**config.mk**
```make
export PLATFORM = sky130hd
export DESIGN_NAME = machine_check_status_logger
export DESIGN_NICKNAME = d
export VERILOG_FILES = /design/src/logic/mc_log_pkg.sv /design/src/logic/err_class_if.sv /design/src/logic/error_classifier.sv /design/src/logic/machine_check_status_logger.sv
export VERILOG_INCLUDE_DIRS = /design/src /design/src/logic
export SDC_FILE = /design/constraint.sdc
export NUM_CORES = 1
export LEC_CHECK = 0
export BUFFER_PORTS_ARGS = -buffer_cell sky130_fd_sc_hd__buf_2
export CAP_MARGIN = 30
export CELL_PAD_IN_SITES_DETAIL_PLACEMENT = 0
export CELL_PAD_IN_SITES_GLOBAL_PLACEMENT = 1
export CORE_ASPECT_RATIO = 1.75
export CORE_UTILIZATION = 39
export DETAILED_ROUTE_END_ITERATION = 12
export HOLD_SLACK_MARGIN = 0.02
export PLACE_DENSITY = 0.89
export SYNTH_ARGS = -nofsm -noshare
export SYNTH_HDL_FRONTEND = slang
export SYNTH_SLANG_ARGS = --single-unit
```
**constraint.sdc**
```tcl
create_clock -name clk_sys -period 3.2 [get_ports clk_sys]
set_input_delay 0.64 -clock clk_sys [delete_from_list [all_inputs] [get_ports clk_sys]]
set_output_delay 0.64 -clock clk_sys [all_outputs]
set_load 0.01 [all_outputs]
```
**src/logic/mc_log_cfg.svh**
```systemverilog
// register offsets, field positions, masks and reset values for the error logger
`ifndef MC_LOG_CFG_SVH
`define MC_LOG_CFG_SVH

`define APB_ADDR_W        12
`define OFS_STATUS_LOW    12'h048
`define OFS_STATUS_HIGH   12'h04C
`define OFS_ADDR_LOW      12'h050
`define OFS_ADDR_HIGH     12'h054
`define OFS_LOG_CTRL      12'h058

`define ST_CORE0          0
`define ST_CORE1          1
`define ST_LINK_LO        4
`define ST_LINK_HI        6
`define ST_SCRUB          8
`define ST_CHAN           9
`define ST_MULTI          13
`define ST_SINGLE         14
`define ST_SYN_LO         15
`define ST_SYN_HI         22
`define ST_PCC            25
`define ST_ADDRV          26
`define ST_MISCV          27
`define ST_EN             28
`define ST_UNCORR         29
`define ST_OVER           30
`define ST_VALID          31

`define SL_SYN_LO         24
`define SL_SYN_HI         31
`define AL_ADDR_LO        3
`define AH_ADDR_HI        7

`define STATUS_WMASK      32'hF67F_E373
`define STATUS_RMASK      32'hFE7F_E373
`define STLOW_MASK        32'hFF00_0000
`define ADDRLO_MASK       32'hFFFF_FFF8
`define ADDRHI_MASK       32'h0000_00FF
`define CTRL_MASK         32'h0000_0003
`define CTRL_REPORT_BIT   0
`define CTRL_COUNT_BIT    1
`define CTRL_RESET        2'h0
`define ZERO_WORD         32'h0000_0000

`endif

```
**src/logic/mc_log_pkg.sv**
```systemverilog
// types shared by the error logger modules
package mc_log_pkg;

  // kind of error reported by the system-interface unit
  typedef enum logic [3:0] {
    ERR_ECC,
    ERR_CRC,
    ERR_SYNC,
    ERR_MST_ABORT,
    ERR_TGT_ABORT,
    ERR_GART,
    ERR_RMW,
    ERR_WDOG,
    ERR_SYMBOL_ECC,
    ERR_DEV,
    ERR_PARITY
  } err_kind_t;

endpackage

```
**src/logic/err_class_if.sv**
```systemverilog
// error kind in, per-kind status settings out
`timescale 1ns/100ps
interface err_class_if;
  import mc_log_pkg::*;

  err_kind_t kind;          // kind of incoming error
  logic      multiBit;      // ecc error spans more than one bit or symbol
  logic      coreSource;    // request was sourced by a core
  logic      notCorrected;  // status uncorrected value
  logic      addrValid;     // address word is meaningful
  logic      ctxCorrupt;    // processor context may be corrupt
  logic      syndValid;     // syndrome is captured
  logic      singleFix;     // correctable ecc
  logic      multiFail;     // uncorrectable ecc
  logic      linkValid;     // link number is meaningful
  logic      coreValid;     // core flags are meaningful
  logic      isEcc;         // either ecc kind
  logic      isParity;      // memory parity error

  modport logger (output kind, multiBit, coreSource,
                  input notCorrected, addrValid, ctxCorrupt, syndValid, singleFix,
                  multiFail, linkValid, coreValid, isEcc, isParity);
  modport classifier (input kind, multiBit, coreSource,
                      output notCorrected, addrValid, ctxCorrupt, syndValid, singleFix,
                      multiFail, linkValid, coreValid, isEcc, isParity);
endinterface

```
**src/logic/error_classifier.sv**
```systemverilog
// decodes an error kind into the status settings it must log
`timescale 1ns/100ps
`include "mc_log_cfg.svh"
module error_classifier
  import mc_log_pkg::*;
(
  err_class_if.classifier cls
);

  // per-kind status table
  always_comb begin
    cls.notCorrected = 1'b1;
    cls.addrValid    = 1'b0;
    cls.ctxCorrupt   = 1'b1;
    cls.syndValid    = 1'b0;
    cls.singleFix    = 1'b0;
    cls.multiFail    = 1'b0;
    cls.linkValid    = 1'b0;
    cls.coreValid    = 1'b0;
    cls.isEcc        = 1'b0;
    cls.isParity     = 1'b0;
    unique case (cls.kind)
      // bit or symbol ecc: fault class follows the width of the error
      ERR_ECC, ERR_SYMBOL_ECC: begin
        cls.notCorrected = cls.multiBit;
        cls.addrValid    = 1'b1;
        cls.ctxCorrupt   = cls.multiBit & cls.coreSource;
        cls.syndValid    = 1'b1;
        cls.singleFix    = ~cls.multiBit;
        cls.multiFail    = cls.multiBit;
        cls.coreValid    = 1'b1;
        cls.isEcc        = 1'b1;
      end
      // link errors carry no address
      ERR_CRC, ERR_SYNC: begin
        cls.linkValid = 1'b1;
      end
      // aborts keep the address and the link
      ERR_MST_ABORT, ERR_TGT_ABORT: begin
        cls.addrValid  = 1'b1;
        cls.ctxCorrupt = cls.coreSource;
        cls.linkValid  = 1'b1;
        cls.coreValid  = 1'b1;
      end
      // table walk error keeps the address but no link
      ERR_GART: begin
        cls.addrValid  = 1'b1;
        cls.ctxCorrupt = cls.coreSource;
        cls.coreValid  = 1'b1;
      end
      // read-modify-write and exclusion errors keep state intact
      ERR_RMW, ERR_DEV: begin
        cls.addrValid  = 1'b1;
        cls.ctxCorrupt = 1'b0;
        cls.linkValid  = 1'b1;
      end
      // parity error names the channel
      ERR_PARITY: begin
        cls.isParity = 1'b1;
      end
      // watchdog keeps the defaults
      ERR_WDOG: begin
        cls.isParity = 1'b0;
      end
      default: begin
        cls.notCorrected = 1'b1;
      end
    endcase
  end

endmodule

```
**src/logic/machine_check_status_logger.sv**
```systemverilog
// machine-check error logger with apb register access
//
// Summary of operation
// - bit 0 flags core 0 errors
// - bit 1 flags core 1 errors
// - bits 6-4 hold one-hot link number
// - bit 8 marks scrubber-found errors
// - bit 9 gives parity error channel
// - bit 13 marks uncorrectable ecc
// - bit 14 marks corrected ecc
// - bits 22-15 hold low syndrome byte
// - bit 25 marks possibly corrupt context
// - bit 26 marks address word valid
// - bit 27 set for counted ecc errors
// - bit 28 holds reporting enable at capture
// - bit 29 marks error not corrected
// - bit 30 set on error while valid
// - overwrite priority never displaces uncorrectable
// - bit 31 marks a logged error
// - log fields undefined after reset
// - ecc kinds set fields by width
// - link, abort and table errors fields
// - watchdog, parity, rmw, exclusion fields
// - address bits 31-3 in low word
// - upper syndrome byte in companion word
// - address bits 39-32 in high word
//
// Chosen here: register access over APB.
`timescale 1ns/100ps
`include "mc_log_cfg.svh"
module machine_check_status_logger
  import mc_log_pkg::*;
(
  input  wire logic                   clk_sys,
  input  wire logic                   reset_n,
  input  wire logic                   psel,
  input  wire logic                   penable,
  input  wire logic                   pwrite,
  input  wire logic [`APB_ADDR_W-1:0] paddr,
  input  wire logic [31:0]            pwdata,
  output logic      [31:0]            prdata,
  output logic                        pready,
  output logic                        pslverr,
  input  wire logic                   errStrobe,
  input  wire err_kind_t              errKind,
  input  wire logic                   errMultiBit,
  input  wire logic                   errCoreSource,
  input  wire logic                   errCore0,
  input  wire logic                   errCore1,
  input  wire logic [2:0]             errLink,
  input  wire logic                   scrubber_found,
  input  wire logic                   errChannel,
  input  wire logic [15:0]            errSyndrome,
  input  wire logic [39:0]            errAddress
);

  err_class_if cls ();                  // kind decode carrier

  logic [31:0] statusReg;               // status high word
  logic [31:0] statusLowReg;            // companion word, upper syndrome
  logic [31:0] addrLowReg;              // fault_address_low
  logic [31:0] addrHighReg;             // fault_address_high
  logic [1:0]  ctrlReg;                 // reporting_on and error_counter_on sources
  logic [31:0] newStatus;               // record built from the incoming error
  logic        takeNew;                 // incoming error replaces the record
  logic        overflowHit;             // incoming error found a valid record
  logic        setupRd;                 // apb read setup cycle
  logic        accWr;                   // apb write access cycle
  logic        mapped;                  // address hits a register
  logic        reportOn;                // machine-check reporting enabled
  logic        counterOn;               // error counter enabled

  assign cls.kind       = errKind;
  assign cls.coreSource = errCoreSource;
  assign cls.multiBit   = errMultiBit;
  assign reportOn       = ctrlReg[`CTRL_REPORT_BIT];
  assign counterOn      = ctrlReg[`CTRL_COUNT_BIT];

  // per-kind decode
  error_classifier u_classifier (
    .cls (cls)
  );

  // address decode, shared by read and write paths
  function automatic logic hit(input logic [`APB_ADDR_W-1:0] a);
    hit = (a == `OFS_STATUS_LOW) || (a == `OFS_STATUS_HIGH) || (a == `OFS_ADDR_LOW) ||
          (a == `OFS_ADDR_HIGH) || (a == `OFS_LOG_CTRL);
  endfunction

  assign mapped  = hit(paddr);
  assign setupRd = psel & ~penable & ~pwrite;
  assign accWr   = psel & penable & pwrite & mapped;
  // the bus never stalls: one setup and one access cycle per transfer
  assign pready  = 1'b1;                               // zero wait states
  assign pslverr = psel & penable & ~mapped;           // unmapped address

  // assemble the record for the incoming error
  always_comb begin
    newStatus                                = `ZERO_WORD;
    newStatus[`ST_VALID]                     = 1'b1;
    newStatus[`ST_UNCORR]                    = cls.notCorrected;
    newStatus[`ST_EN]                        = reportOn;
    newStatus[`ST_MISCV]                     = counterOn & cls.isEcc;
    newStatus[`ST_ADDRV]                     = cls.addrValid;
    newStatus[`ST_PCC]                       = cls.ctxCorrupt;
    newStatus[`ST_SINGLE]                    = cls.singleFix;
    newStatus[`ST_MULTI]                     = cls.multiFail;
    newStatus[`ST_SCRUB]                     = cls.isEcc & scrubber_found;
    newStatus[`ST_CHAN]                      = cls.isParity & errChannel;
    newStatus[`ST_CORE0]                     = cls.coreValid & errCore0;
    newStatus[`ST_CORE1]                     = cls.coreValid & errCore1;
    // one-hot link number only where the kind names a link
    if (cls.linkValid) begin
      newStatus[`ST_LINK_HI:`ST_LINK_LO]     = errLink;
    end
    // lower syndrome byte for ecc kinds
    if (cls.syndValid) begin
      newStatus[`ST_SYN_HI:`ST_SYN_LO]       = errSyndrome[7:0];
    end
  end

  // overwrite priority against the record already held
  always_comb begin
    overflowHit = errStrobe & statusReg[`ST_VALID];
    if (!errStrobe) begin
      takeNew = 1'b0;
    end else if (!statusReg[`ST_VALID]) begin
      takeNew = 1'b1;                                  // empty log always fills
    end else if (statusReg[`ST_UNCORR]) begin
      takeNew = 1'b0;                                  // uncorrectable record is kept
    end else if (cls.notCorrected) begin
      takeNew = 1'b1;                                  // uncorrectable over correctable
    end else begin
      takeNew = ~statusReg[`ST_EN] & reportOn;         // enabled over disabled
    end
  end

  // status high word: no reset, hardware logging beats a same-cycle write
  always_ff @(posedge clk_sys) begin
    if (takeNew) begin
      statusReg <= newStatus;
      statusReg[`ST_OVER] <= overflowHit;
    end else if (overflowHit) begin
      statusReg[`ST_OVER] <= 1'b1;
    end else if (accWr && paddr == `OFS_STATUS_HIGH) begin
      // misc-valid is read-only, reserved bits stay zero
      statusReg <= (pwdata & `STATUS_WMASK) | (statusReg & ~`STATUS_WMASK);
    end
  end

  // companion word: upper syndrome in symbol mode
  always_ff @(posedge clk_sys) begin
    if (takeNew) begin
      statusLowReg <= `ZERO_WORD;
      if (errKind == ERR_SYMBOL_ECC) begin
        statusLowReg[`SL_SYN_HI:`SL_SYN_LO] <= errSyndrome[15:8];
      end
    end else if (accWr && !errStrobe && paddr == `OFS_STATUS_LOW) begin
      // a write beside a reported error is dropped, as in the status word
      statusLowReg <= pwdata & `STLOW_MASK;
    end
  end

  // fault address words, captured with every accepted record
  always_ff @(posedge clk_sys) begin
    if (takeNew) begin
      addrLowReg  <= {errAddress[31:`AL_ADDR_LO], 3'h0};
      addrHighReg <= {24'h00_0000, errAddress[39:32]};
    end else if (accWr && !errStrobe && paddr == `OFS_ADDR_LOW) begin
      // a reported error keeps its address over a same-cycle software write
      addrLowReg  <= pwdata & `ADDRLO_MASK;
    end else if (accWr && !errStrobe && paddr == `OFS_ADDR_HIGH) begin
      addrHighReg <= pwdata & `ADDRHI_MASK;
    end
  end

  // control word: reporting and counter enables, defined after reset
  always_ff @(posedge clk_sys or negedge reset_n) begin
    if (!reset_n) begin
      ctrlReg <= `CTRL_RESET;
    end else if (accWr && paddr == `OFS_LOG_CTRL) begin
      ctrlReg <= pwdata[1:0];
    end
  end

  // read data registered in the setup cycle, valid through the access cycle
  always_ff @(posedge clk_sys or negedge reset_n) begin
    if (!reset_n) begin
      prdata <= `ZERO_WORD;
    end else if (setupRd) begin
      unique case (paddr)
        `OFS_STATUS_LOW:  prdata <= statusLowReg & `STLOW_MASK;
        `OFS_STATUS_HIGH: prdata <= statusReg & `STATUS_RMASK;
        `OFS_ADDR_LOW:    prdata <= addrLowReg & `ADDRLO_MASK;
        `OFS_ADDR_HIGH:   prdata <= addrHighReg & `ADDRHI_MASK;
        `OFS_LOG_CTRL:    prdata <= {30'h0000_0000, ctrlReg};
        default:          prdata <= `ZERO_WORD;
      endcase
    end
  end

  // ---- assertions ----

  // any error leaves a valid record
  a_valid_after_error: assert property (
    @(posedge clk_sys) disable iff (!reset_n)
    errStrobe |=> statusReg[`ST_VALID])
    else $error("valid flag not set after an error");

  // a second error while valid raises overflow in the next cycle
  a_overflow_raise: assert property (
    @(posedge clk_sys) disable iff (!reset_n)
    (errStrobe && statusReg[`ST_VALID]) |=> statusReg[`ST_OVER])
    else $error("overflow not raised on error while valid");

  // an uncorrectable record survives later errors
  a_uncorr_kept: assert property (
    @(posedge clk_sys) disable iff (!reset_n)
    (errStrobe && statusReg[`ST_VALID] && statusReg[`ST_UNCORR])
    |=> (statusReg[29:0] == {1'b1, $past(statusReg[28:0])}) &&
        (addrLowReg == $past(addrLowReg)))
    else $error("uncorrectable record was overwritten");

  // uncorrectable error replaces a correctable record
  a_uncorr_wins: assert property (
    @(posedge clk_sys) disable iff (!reset_n)
    (errStrobe && statusReg[`ST_VALID] && !statusReg[`ST_UNCORR] && cls.notCorrected)
    |=> statusReg[`ST_UNCORR] && statusReg[`ST_OVER])
    else $error("uncorrectable error did not replace correctable record");

  // captured ecc syndrome matches the error
  a_ecc_syndrome: assert property (
    @(posedge clk_sys) disable iff (!reset_n)
    (takeNew && errKind == ERR_ECC)
    |=> statusReg[`ST_SYN_HI:`ST_SYN_LO] == $past(errSyndrome[7:0]) &&
        statusReg[`ST_MULTI] == $past(errMultiBit) &&
        statusReg[`ST_SINGLE] == !$past(errMultiBit))
    else $error("ecc syndrome or class mislogged");

  // enable and misc-valid follow the control word at capture
  a_enable_mirror: assert property (
    @(posedge clk_sys) disable iff (!reset_n)
    takeNew |=> statusReg[`ST_EN] == $past(ctrlReg[`CTRL_REPORT_BIT]) &&
                statusReg[`ST_MISCV] == ($past(ctrlReg[`CTRL_COUNT_BIT]) && $past(cls.isEcc)))
    else $error("enable or misc-valid mislogged");

  // link errors log a link, no address and corrupt context
  a_link_fields: assert property (
    @(posedge clk_sys) disable iff (!reset_n)
    (takeNew && (errKind == ERR_CRC || errKind == ERR_SYNC))
    |=> statusReg[`ST_LINK_HI:`ST_LINK_LO] == $past(errLink) &&
        !statusReg[`ST_ADDRV] && statusReg[`ST_PCC] && statusReg[`ST_UNCORR])
    else $error("link error fields mislogged");

  // fault address lands in both address words
  a_address_capture: assert property (
    @(posedge clk_sys) disable iff (!reset_n)
    takeNew |=> addrLowReg == {$past(errAddress[31:3]), 3'h0} &&
                addrHighReg[7:0] == $past(errAddress[39:32]))
    else $error("fault address mislogged");

  // reserved bits of the status word read as zero
  a_reserved_zero: assert property (
    @(posedge clk_sys) disable iff (!reset_n)
    (setupRd && paddr == `OFS_STATUS_HIGH) |=> (prdata & ~`STATUS_RMASK) == `ZERO_WORD)
    else $error("reserved status bits read nonzero");

  // parity error names the channel and no core
  a_parity_channel: assert property (
    @(posedge clk_sys) disable iff (!reset_n)
    (takeNew && errKind == ERR_PARITY)
    |=> statusReg[`ST_CHAN] == $past(errChannel) && !statusReg[`ST_ADDRV] &&
        statusReg[1:0] == 2'h0)
    else $error("parity error fields mislogged");

  // ecc errors log their core flags
  a_core_flags: assert property (
    @(posedge clk_sys) disable iff (!reset_n)
    (takeNew && errKind == ERR_ECC)
    |=> statusReg[`ST_CORE0] == $past(errCore0) && statusReg[`ST_CORE1] == $past(errCore1))
    else $error("core flags mislogged");

  // scrubber flag follows the ecc report
  a_scrub_flag: assert property (
    @(posedge clk_sys) disable iff (!reset_n)
    (takeNew && errKind == ERR_ECC) |=> statusReg[`ST_SCRUB] == $past(scrubber_found))
    else $error("scrubber flag mislogged");

  // bit and symbol ecc class follows the error width
  a_ecc_class: assert property (
    @(posedge clk_sys) disable iff (!reset_n)
    (takeNew && (errKind == ERR_ECC || errKind == ERR_SYMBOL_ECC))
    |=> statusReg[`ST_ADDRV] && statusReg[`ST_UNCORR] == $past(errMultiBit) &&
        statusReg[`ST_PCC] == $past(errMultiBit && errCoreSource))
    else $error("ecc fields mislogged");

  // symbol mode keeps the upper syndrome byte
  a_symbol_syndrome: assert property (
    @(posedge clk_sys) disable iff (!reset_n)
    (takeNew && errKind == ERR_SYMBOL_ECC)
    |=> statusLowReg[`SL_SYN_HI:`SL_SYN_LO] == $past(errSyndrome[15:8]))
    else $error("upper syndrome mislogged");

  // watchdog and parity log no address and no link
  a_wdog_fields: assert property (
    @(posedge clk_sys) disable iff (!reset_n)
    (takeNew && (errKind == ERR_WDOG || errKind == ERR_PARITY))
    |=> statusReg[`ST_UNCORR] && !statusReg[`ST_ADDRV] && statusReg[`ST_PCC] &&
        statusReg[`ST_LINK_HI:`ST_LINK_LO] == 3'h0)
    else $error("watchdog or parity fields mislogged");

  // rmw and exclusion errors keep context and log address and link
  a_rmw_fields: assert property (
    @(posedge clk_sys) disable iff (!reset_n)
    (takeNew && (errKind == ERR_RMW || errKind == ERR_DEV))
    |=> !statusReg[`ST_PCC] && statusReg[`ST_ADDRV] &&
        statusReg[`ST_LINK_HI:`ST_LINK_LO] == $past(errLink))
    else $error("rmw or exclusion fields mislogged");

  // aborts and table walk errors corrupt context only for core requests
  a_abort_fields: assert property (
    @(posedge clk_sys) disable iff (!reset_n)
    (takeNew && (errKind == ERR_MST_ABORT || errKind == ERR_TGT_ABORT || errKind == ERR_GART))
    |=> statusReg[`ST_UNCORR] && statusReg[`ST_ADDRV] &&
        statusReg[`ST_PCC] == $past(errCoreSource))
    else $error("abort fields mislogged");

  // a software write lands in the address word
  a_write_lands: assert property (
    @(posedge clk_sys) disable iff (!reset_n)
    (accWr && !errStrobe && paddr == `OFS_ADDR_LOW)
    |=> addrLowReg == ($past(pwdata) & `ADDRLO_MASK))
    else $error("address write lost");

  // reserved address bits read as zero
  a_addr_reserved: assert property (
    @(posedge clk_sys) disable iff (!reset_n)
    (setupRd && paddr == `OFS_ADDR_LOW) |=> prdata[`AL_ADDR_LO-1:0] == 3'h0)
    else $error("reserved address bits read nonzero");

endmodule

```
-- Word level (Yosys, flattened, before mapping)
Cells that the tools add are included.
- muxes and demuxes: 28
- bitwise gates (word level): 21
- reduce and logical (&&, ||, !) cells: 26
- eq/ne operators: 16
- operators by type and width (cell ; count):
    32-bit 2-to-1 mux ; 5
    32-bit one-hot mux with 5 select lines ; 1
    12-bit by 7-bit == test with 1-bit output (second input constant) ; 5
    8-bit 2-to-1 mux ; 5
    32-bit by 28-bit bitwise OR with 32-bit output ; 1
    31-bit 2-to-1 mux ; 1
    30-bit 2-to-1 mux ; 1
    1-bit bitwise AND ; 14
    1-bit 2-to-1 mux ; 13
    4-bit by 3-bit == test with 1-bit output (second input constant) ; 3
    4-bit == test (second input constant) ; 3
    4-bit by 2-bit == test with 1-bit output (second input constant) ; 2
    2-bit nonzero test ; 4
    7-bit OR reduction ; 1
    1-bit logical AND ; 6
    1-bit NOT ; 6
    2-bit AND reduction ; 3
    6-bit OR reduction ; 1
    5-bit OR reduction ; 1
    4-bit by 1-bit == test with 1-bit output (second input constant) ; 1
    4-bit logical NOT ; 1
    1-bit logical OR ; 4
    2-bit inequality test (second input constant) ; 2
    2-bit OR reduction ; 2
    other kinds (5) ; 5
- bits of input ports: 119
- register bits: 111
- logic and storage cells: 99
- output and inout bits: 34

-- Depth between registers and ports, before layout
- depth after elaboration: 11
- gate-level depth with buffers: 7
- mapped depth without buffers: 5

-- By module
Synthesis repeated with hierarchy kept, for this count alone.
- cells, all modules: 410
- area total of the unflattened synthesis: 4973.5 µm²
- modules (own cells, without submodules) (module ; cells each ; times used ; area an instance (µm²) ; sequential area each (µm²)):
    machine_check_status_logger ; 380 ; 1 ; 4772.1 ; 2912.8
    error_classifier ; 30 ; 1 ; 201.4 ; 0.0

-- Least setup slack after synthesis
Ideal clock, no wire load.
- path kind: input -> register
- from: input paddr[10]
- to: register statusReg[0], enable pin
- arrival: 3.458 ns
- data required time: 2.772 ns
- cell stages on the path: 6
- setup slack: -0.687 ns
- cell sequence: or4b_4 > buf_6 > nor4_1 > buf_2 > nand2_1 > o21ai_0
- cells in the longest elaborated chain, start to end: 9
- RTL lines (element ; RTL line ; source):
    from (decl) ; machine_check_status_logger.sv:39 ; input wire logic [`APB_ADDR_W-1:0] paddr,
    12-bit by 7-bit == test with 1-bit output ; -- ;
    1-bit logical OR (4 in series) ; machine_check_status_logger.sv:86 ; hit = (a == `OFS_STATUS_LOW) || (a == `OFS_STATUS_HIGH) || (a == `OFS_ADDR_LOW) ||
    1-bit bitwise AND ; machine_check_status_logger.sv:92 ; assign accWr = psel & penable & pwrite & mapped;
    1-bit logical AND (no line) (*) ; -- ;
    2-bit nonzero test (no line) (*) ; -- ;
    2-bit AND reduction (no line) (*) ; -- ;
    to (signal assigned) ; machine_check_status_logger.sv:141 ; statusReg <= newStatus;
    to (signal, indexed assignment) ; machine_check_status_logger.sv:142 ; statusReg[`ST_OVER] <= overflowHit;
    to (signal assigned) ; machine_check_status_logger.sv:147 ; statusReg <= (pwdata & `STATUS_WMASK) | (statusReg & ~`STATUS_WMASK);
    to (decl) ; machine_check_status_logger.sv:59 ; logic [31:0] statusReg;
Mark *: on every way between the ends. The rest lies on a longest branch, timed or not.
A chain may end at the register's enable or synchronous reset.

-- Worst setup path after layout
- from: input paddr[10]
- to: output pslverr
- cells in the longest elaborated chain, start to end: 7
- RTL lines (element ; RTL line ; source):
    12-bit by 7-bit == test with 1-bit output ; -- ;
    1-bit logical OR (3 in series) ; machine_check_status_logger.sv:86 ;
    1-bit logical OR (*) ; machine_check_status_logger.sv:86 ;
    1-bit NOT (*) ; machine_check_status_logger.sv:95 ; assign pslverr = psel & penable & ~mapped;
    1-bit bitwise AND (*) ; machine_check_status_logger.sv:95 ;
    to (decl) ; machine_check_status_logger.sv:43 ; output logic pslverr,
Marked as above.

==> flow_metrics.env <==
export IMPL_area_growth_pct=25.63
export IMPL_cts_clk_slew_worst_paths_ns=0.07
export IMPL_power_switching_mw=0.6303
export IMPL_power_density_nw_per_um2=442.4
export IMPL_io_pins=153
export IMPL_p_clk_frac=0.358
export IMPL_io_buffers=148
export IMPL_cts_max_level=3
export IMPL_antenna_left=0
export IMPL_vias=4048
export IMPL_synth_distinct_cells=53
export IMPL_worstPathRequired_ns=2.56
export IMPL_place_gp_congestion=0.8909
export IMPL_grt_pass1_vias=4048
export IMPL_dr_first_iter_drc_count=249
export IMPL_combinationalPowerShare=0.102
export IMPL_setup_viol=0
export IMPL_crit_top_cell="buf_2"
export IMPL_core_region_area_um2=12430
export IMPL_overflow=0
export IMPL_syn_nets=591
export IMPL_remaining_drc_errors=0
export IMPL_path_cells="buf_2 > or4b_4 > buf_4 > nor2_1 > a21oi_1 > buf_2"
export IMPL_grt_use_total=0.2020
export IMPL_startpoint_type="primary input"
export IMPL_insertion_delay_ns=0.34
export IMPL_ys_ff_latch=103
export IMPL_worstSetupPathType="in2out"
export IMPL_crit_family="simple AND/OR/NAND/NOR gates"
export IMPL_die_h_um=151.0
export IMPL_critPathCaptureType="primary output"
export IMPL_path_max_fanout=4
export IMPL_power_internal_mw=2.118
export IMPL_die_w_um=87.12
export IMPL_p_leak_nw=2.803
export IMPL_clk_path_buf_depth=2
export IMPL_initial_utilization=0.3977
export IMPL_grt_max_degree=35
export IMPL_seq_area_frac_synth=0.5891
export IMPL_timing_hold_ws_ns=0.3761
export IMPL_tns_ns=0
export IMPL_period_needed_ns=2.565
export IMPL_synthFlopType="edfxtp_1"
export IMPL_worst_slew_pin_slew_ns=0.7955
export IMPL_finalMaxSlewViolations=0
export IMPL_vias_per_cell=5.111
export IMPL_clock_fmax_mhz=389.9
export IMPL_antenna_found_initial=0
export IMPL_maxSlewHeadroom=0.4696
export IMPL_cts_sinks=103
export IMPL_cts_made_buffers=9
export IMPL_syn_cell_area_um2=4945
export IMPL_cpMaxStageDelayCell="or4b_4"
export IMPL_max_stage_delay_ns=0.54
export IMPL_ctsResizeCount=0
export IMPL_syn_avg_cell_area_um2=10.48
export IMPL_cp_buffers_inverters=3
export IMPL_utilization=0.4997
export IMPL_min_path_type="in2async"
export IMPL_finClkSkew_ns=0.008721
export IMPL_pwr_share_seq=0.540
export IMPL_async_flop_share=0.3301
export IMPL_drt_pass1_iter_count=4
export IMPL_core_rowCount=54
export IMPL_layout_drive_gt1_share=0.3178
export IMPL_status="finished, final reports clean"
export IMPL_root_buffer="clkbuf_16"
export IMPL_grt_setup_unrepaired="false"
export IMPL_hpwl_um=9954
export IMPL_switching_share=0.2293
export IMPL_cts_hold_buf=0
export IMPL_cts_tree="yes"
export IMPL_period_share=0.8016
export IMPL_nNetsFinal=737
export IMPL_fin_total_pwr_mw=2.748
export IMPL_post_cts_buffers=0
export IMPL_synth_edf_count=68
export IMPL_num_fill_cells=1196
export IMPL_cp_startpoint="paddr[10]"
export IMPL_synthCells=472
export IMPL_hold_viol=0
export IMPL_reg2reg_from="statusReg[29]"
export IMPL_drv_cap=0
export IMPL_drt_total_wl_um=12900
export IMPL_die_area_um2=13150
export IMPL_arrival_ns=1.92
export IMPL_synth_warnings=0
export IMPL_grt_pass1_wl_um=19700
export IMPL_vdd_drop_max_mv=0.2431
export IMPL_wire_per_inst_um=16.29
-- power groups by stage --
stage	Combinational (mW)	Clock, mW	Sequential, mW
floorplan	0.136	0	1.51
CTS	0.281	0.997	1.49
finish	0.279	0.984	1.49
global route	0.310	1.06	1.49
global placement	0.266	0	1.51
detailed placement	0.281	0	1.51
-- state kept, by name (all words and copies together), names as in the netlist --
name          count
statusLowReg      8
ctrlReg           2
addrLowReg       29
prdata           32
statusReg        24
addrHighReg       8
-- synthesized netlist by cell type (all sizes together), types with 2 or more instances --
cell,instances,share of area
nand2,152,0.12
edfxtp,68,0.41
dfrtp,34,0.17
a22o,27,0.048
o21ai,26,0.026
clkbuf,20,0.015
nor2,15,0.011
a22oi,13,0.020
buf,12,0.016
a21oi,11,0.011
mux2i,9,0.018
nand2b,8,0.010
nand3,8,0.0081
a32oi,5,0.0089
mux2,5,0.011
nor2b,5,0.0063
o31ai,5,0.0086
inv,4,0.0030
nand4,4,0.0051
nor3,4,0.0051
nor4,4,0.012
and2,3,0.0038
or3,3,0.0048
a21boi,2,0.0030
a21o,2,0.0030
and3,2,0.0025
nand3b,2,0.0030
o21a,2,0.0030
o2bb2ai,2,0.0035
-- layer usage --
layer | share of wire | track usage
met2 | 0.55 | 0.3665
met3 | 0.049 | 0.03106
met1 | 0.36 | 0.2175
met5 | 0 | 0
met4 | 0.033 | 0.1213
-- path summary, 6_finish.rpt --
check                      cells after the start              to  slack, ns
hold / removal                                 1      prdata[23]       0.38
hold reg to reg                                2       prdata[2]       0.48
min in group clk_sys                           2       prdata[2]       0.48
setup / recovery                               6         pslverr       0.64
max in group asynchronous                      1       prdata[9]       2.31
setup reg to reg                               5  addrHighReg[5]       1.17
-- through the flow --
stage / instance area (um2) / setup slack, ns / cells
6_report: 6212 / 0.6350 / 792
3_3_place_gp: 5887 / 0.1129 / 773
5_1_grt: 6210 / 0.5178 / 791
2_1_floorplan: 4949 / 0.1599 / 472
3_5_place_dp: 5942 / 0.2944 / 775
4_1_cts: 6210 / 0.6395 / 791
-- worst register-to-register path, cell delays in order, from the launching register on --
cell	delay, ns
edfxtp_1	0.39
a21boi_0	0.47
o31ai_4	0.17
buf_4	0.20
o21ai_0	0.25
buf_4	0.27
-- cell type report --
class	instances	area [um2]	share of cell area
sequential	103	2913	0.4689
multi-input combinational	333	1881	0.3027
timing repair buffer	167	923.4	0.1486
clock buffer	11	232.7	0.03746
tap	168	210.2	0.03384
clock inverter	5	35.03	0.005639
inverter	4	15.01	0.002417
antenna	1	2.502	0.0004028
-- layout by cell type (no fill, tap or decap), types with 5 or more instances in the layout --
| cell | instances |
|---|---|
| a21oi_1 | 11 |
| a22o_1 | 27 |
| a22oi_1 | 13 |
| a32oi_1 | 5 |
| buf_2 | 148 |
| buf_4 | 17 |
| clkbuf_16 | 9 |
| dfrtp_1 | 34 |
| edfxtp_1 | 68 |
| mux2_2 | 5 |
| mux2i_1 | 9 |
| nand2_1 | 152 |
| nand2b_1 | 8 |
| nand3_1 | 8 |
| nor2_1 | 15 |
| nor2b_1 | 5 |
| o21ai_0 | 25 |
-- logic make-up (layout without fill, tap and decap cells) --
kind of cell / Yosys count / count (layout) / share of synthesized area
other cells: 1 / 2 / 0.0007584
compound gates: 102 / 102 / 0.1475
buf+inv: 36 / 187 / 0.03441
mux: 14 / 14 / 0.02961
simple gates: 216 / 216 / 0.1986
flops: 103 / 103 / 0.5891
(Power assumes the default switching activity.)
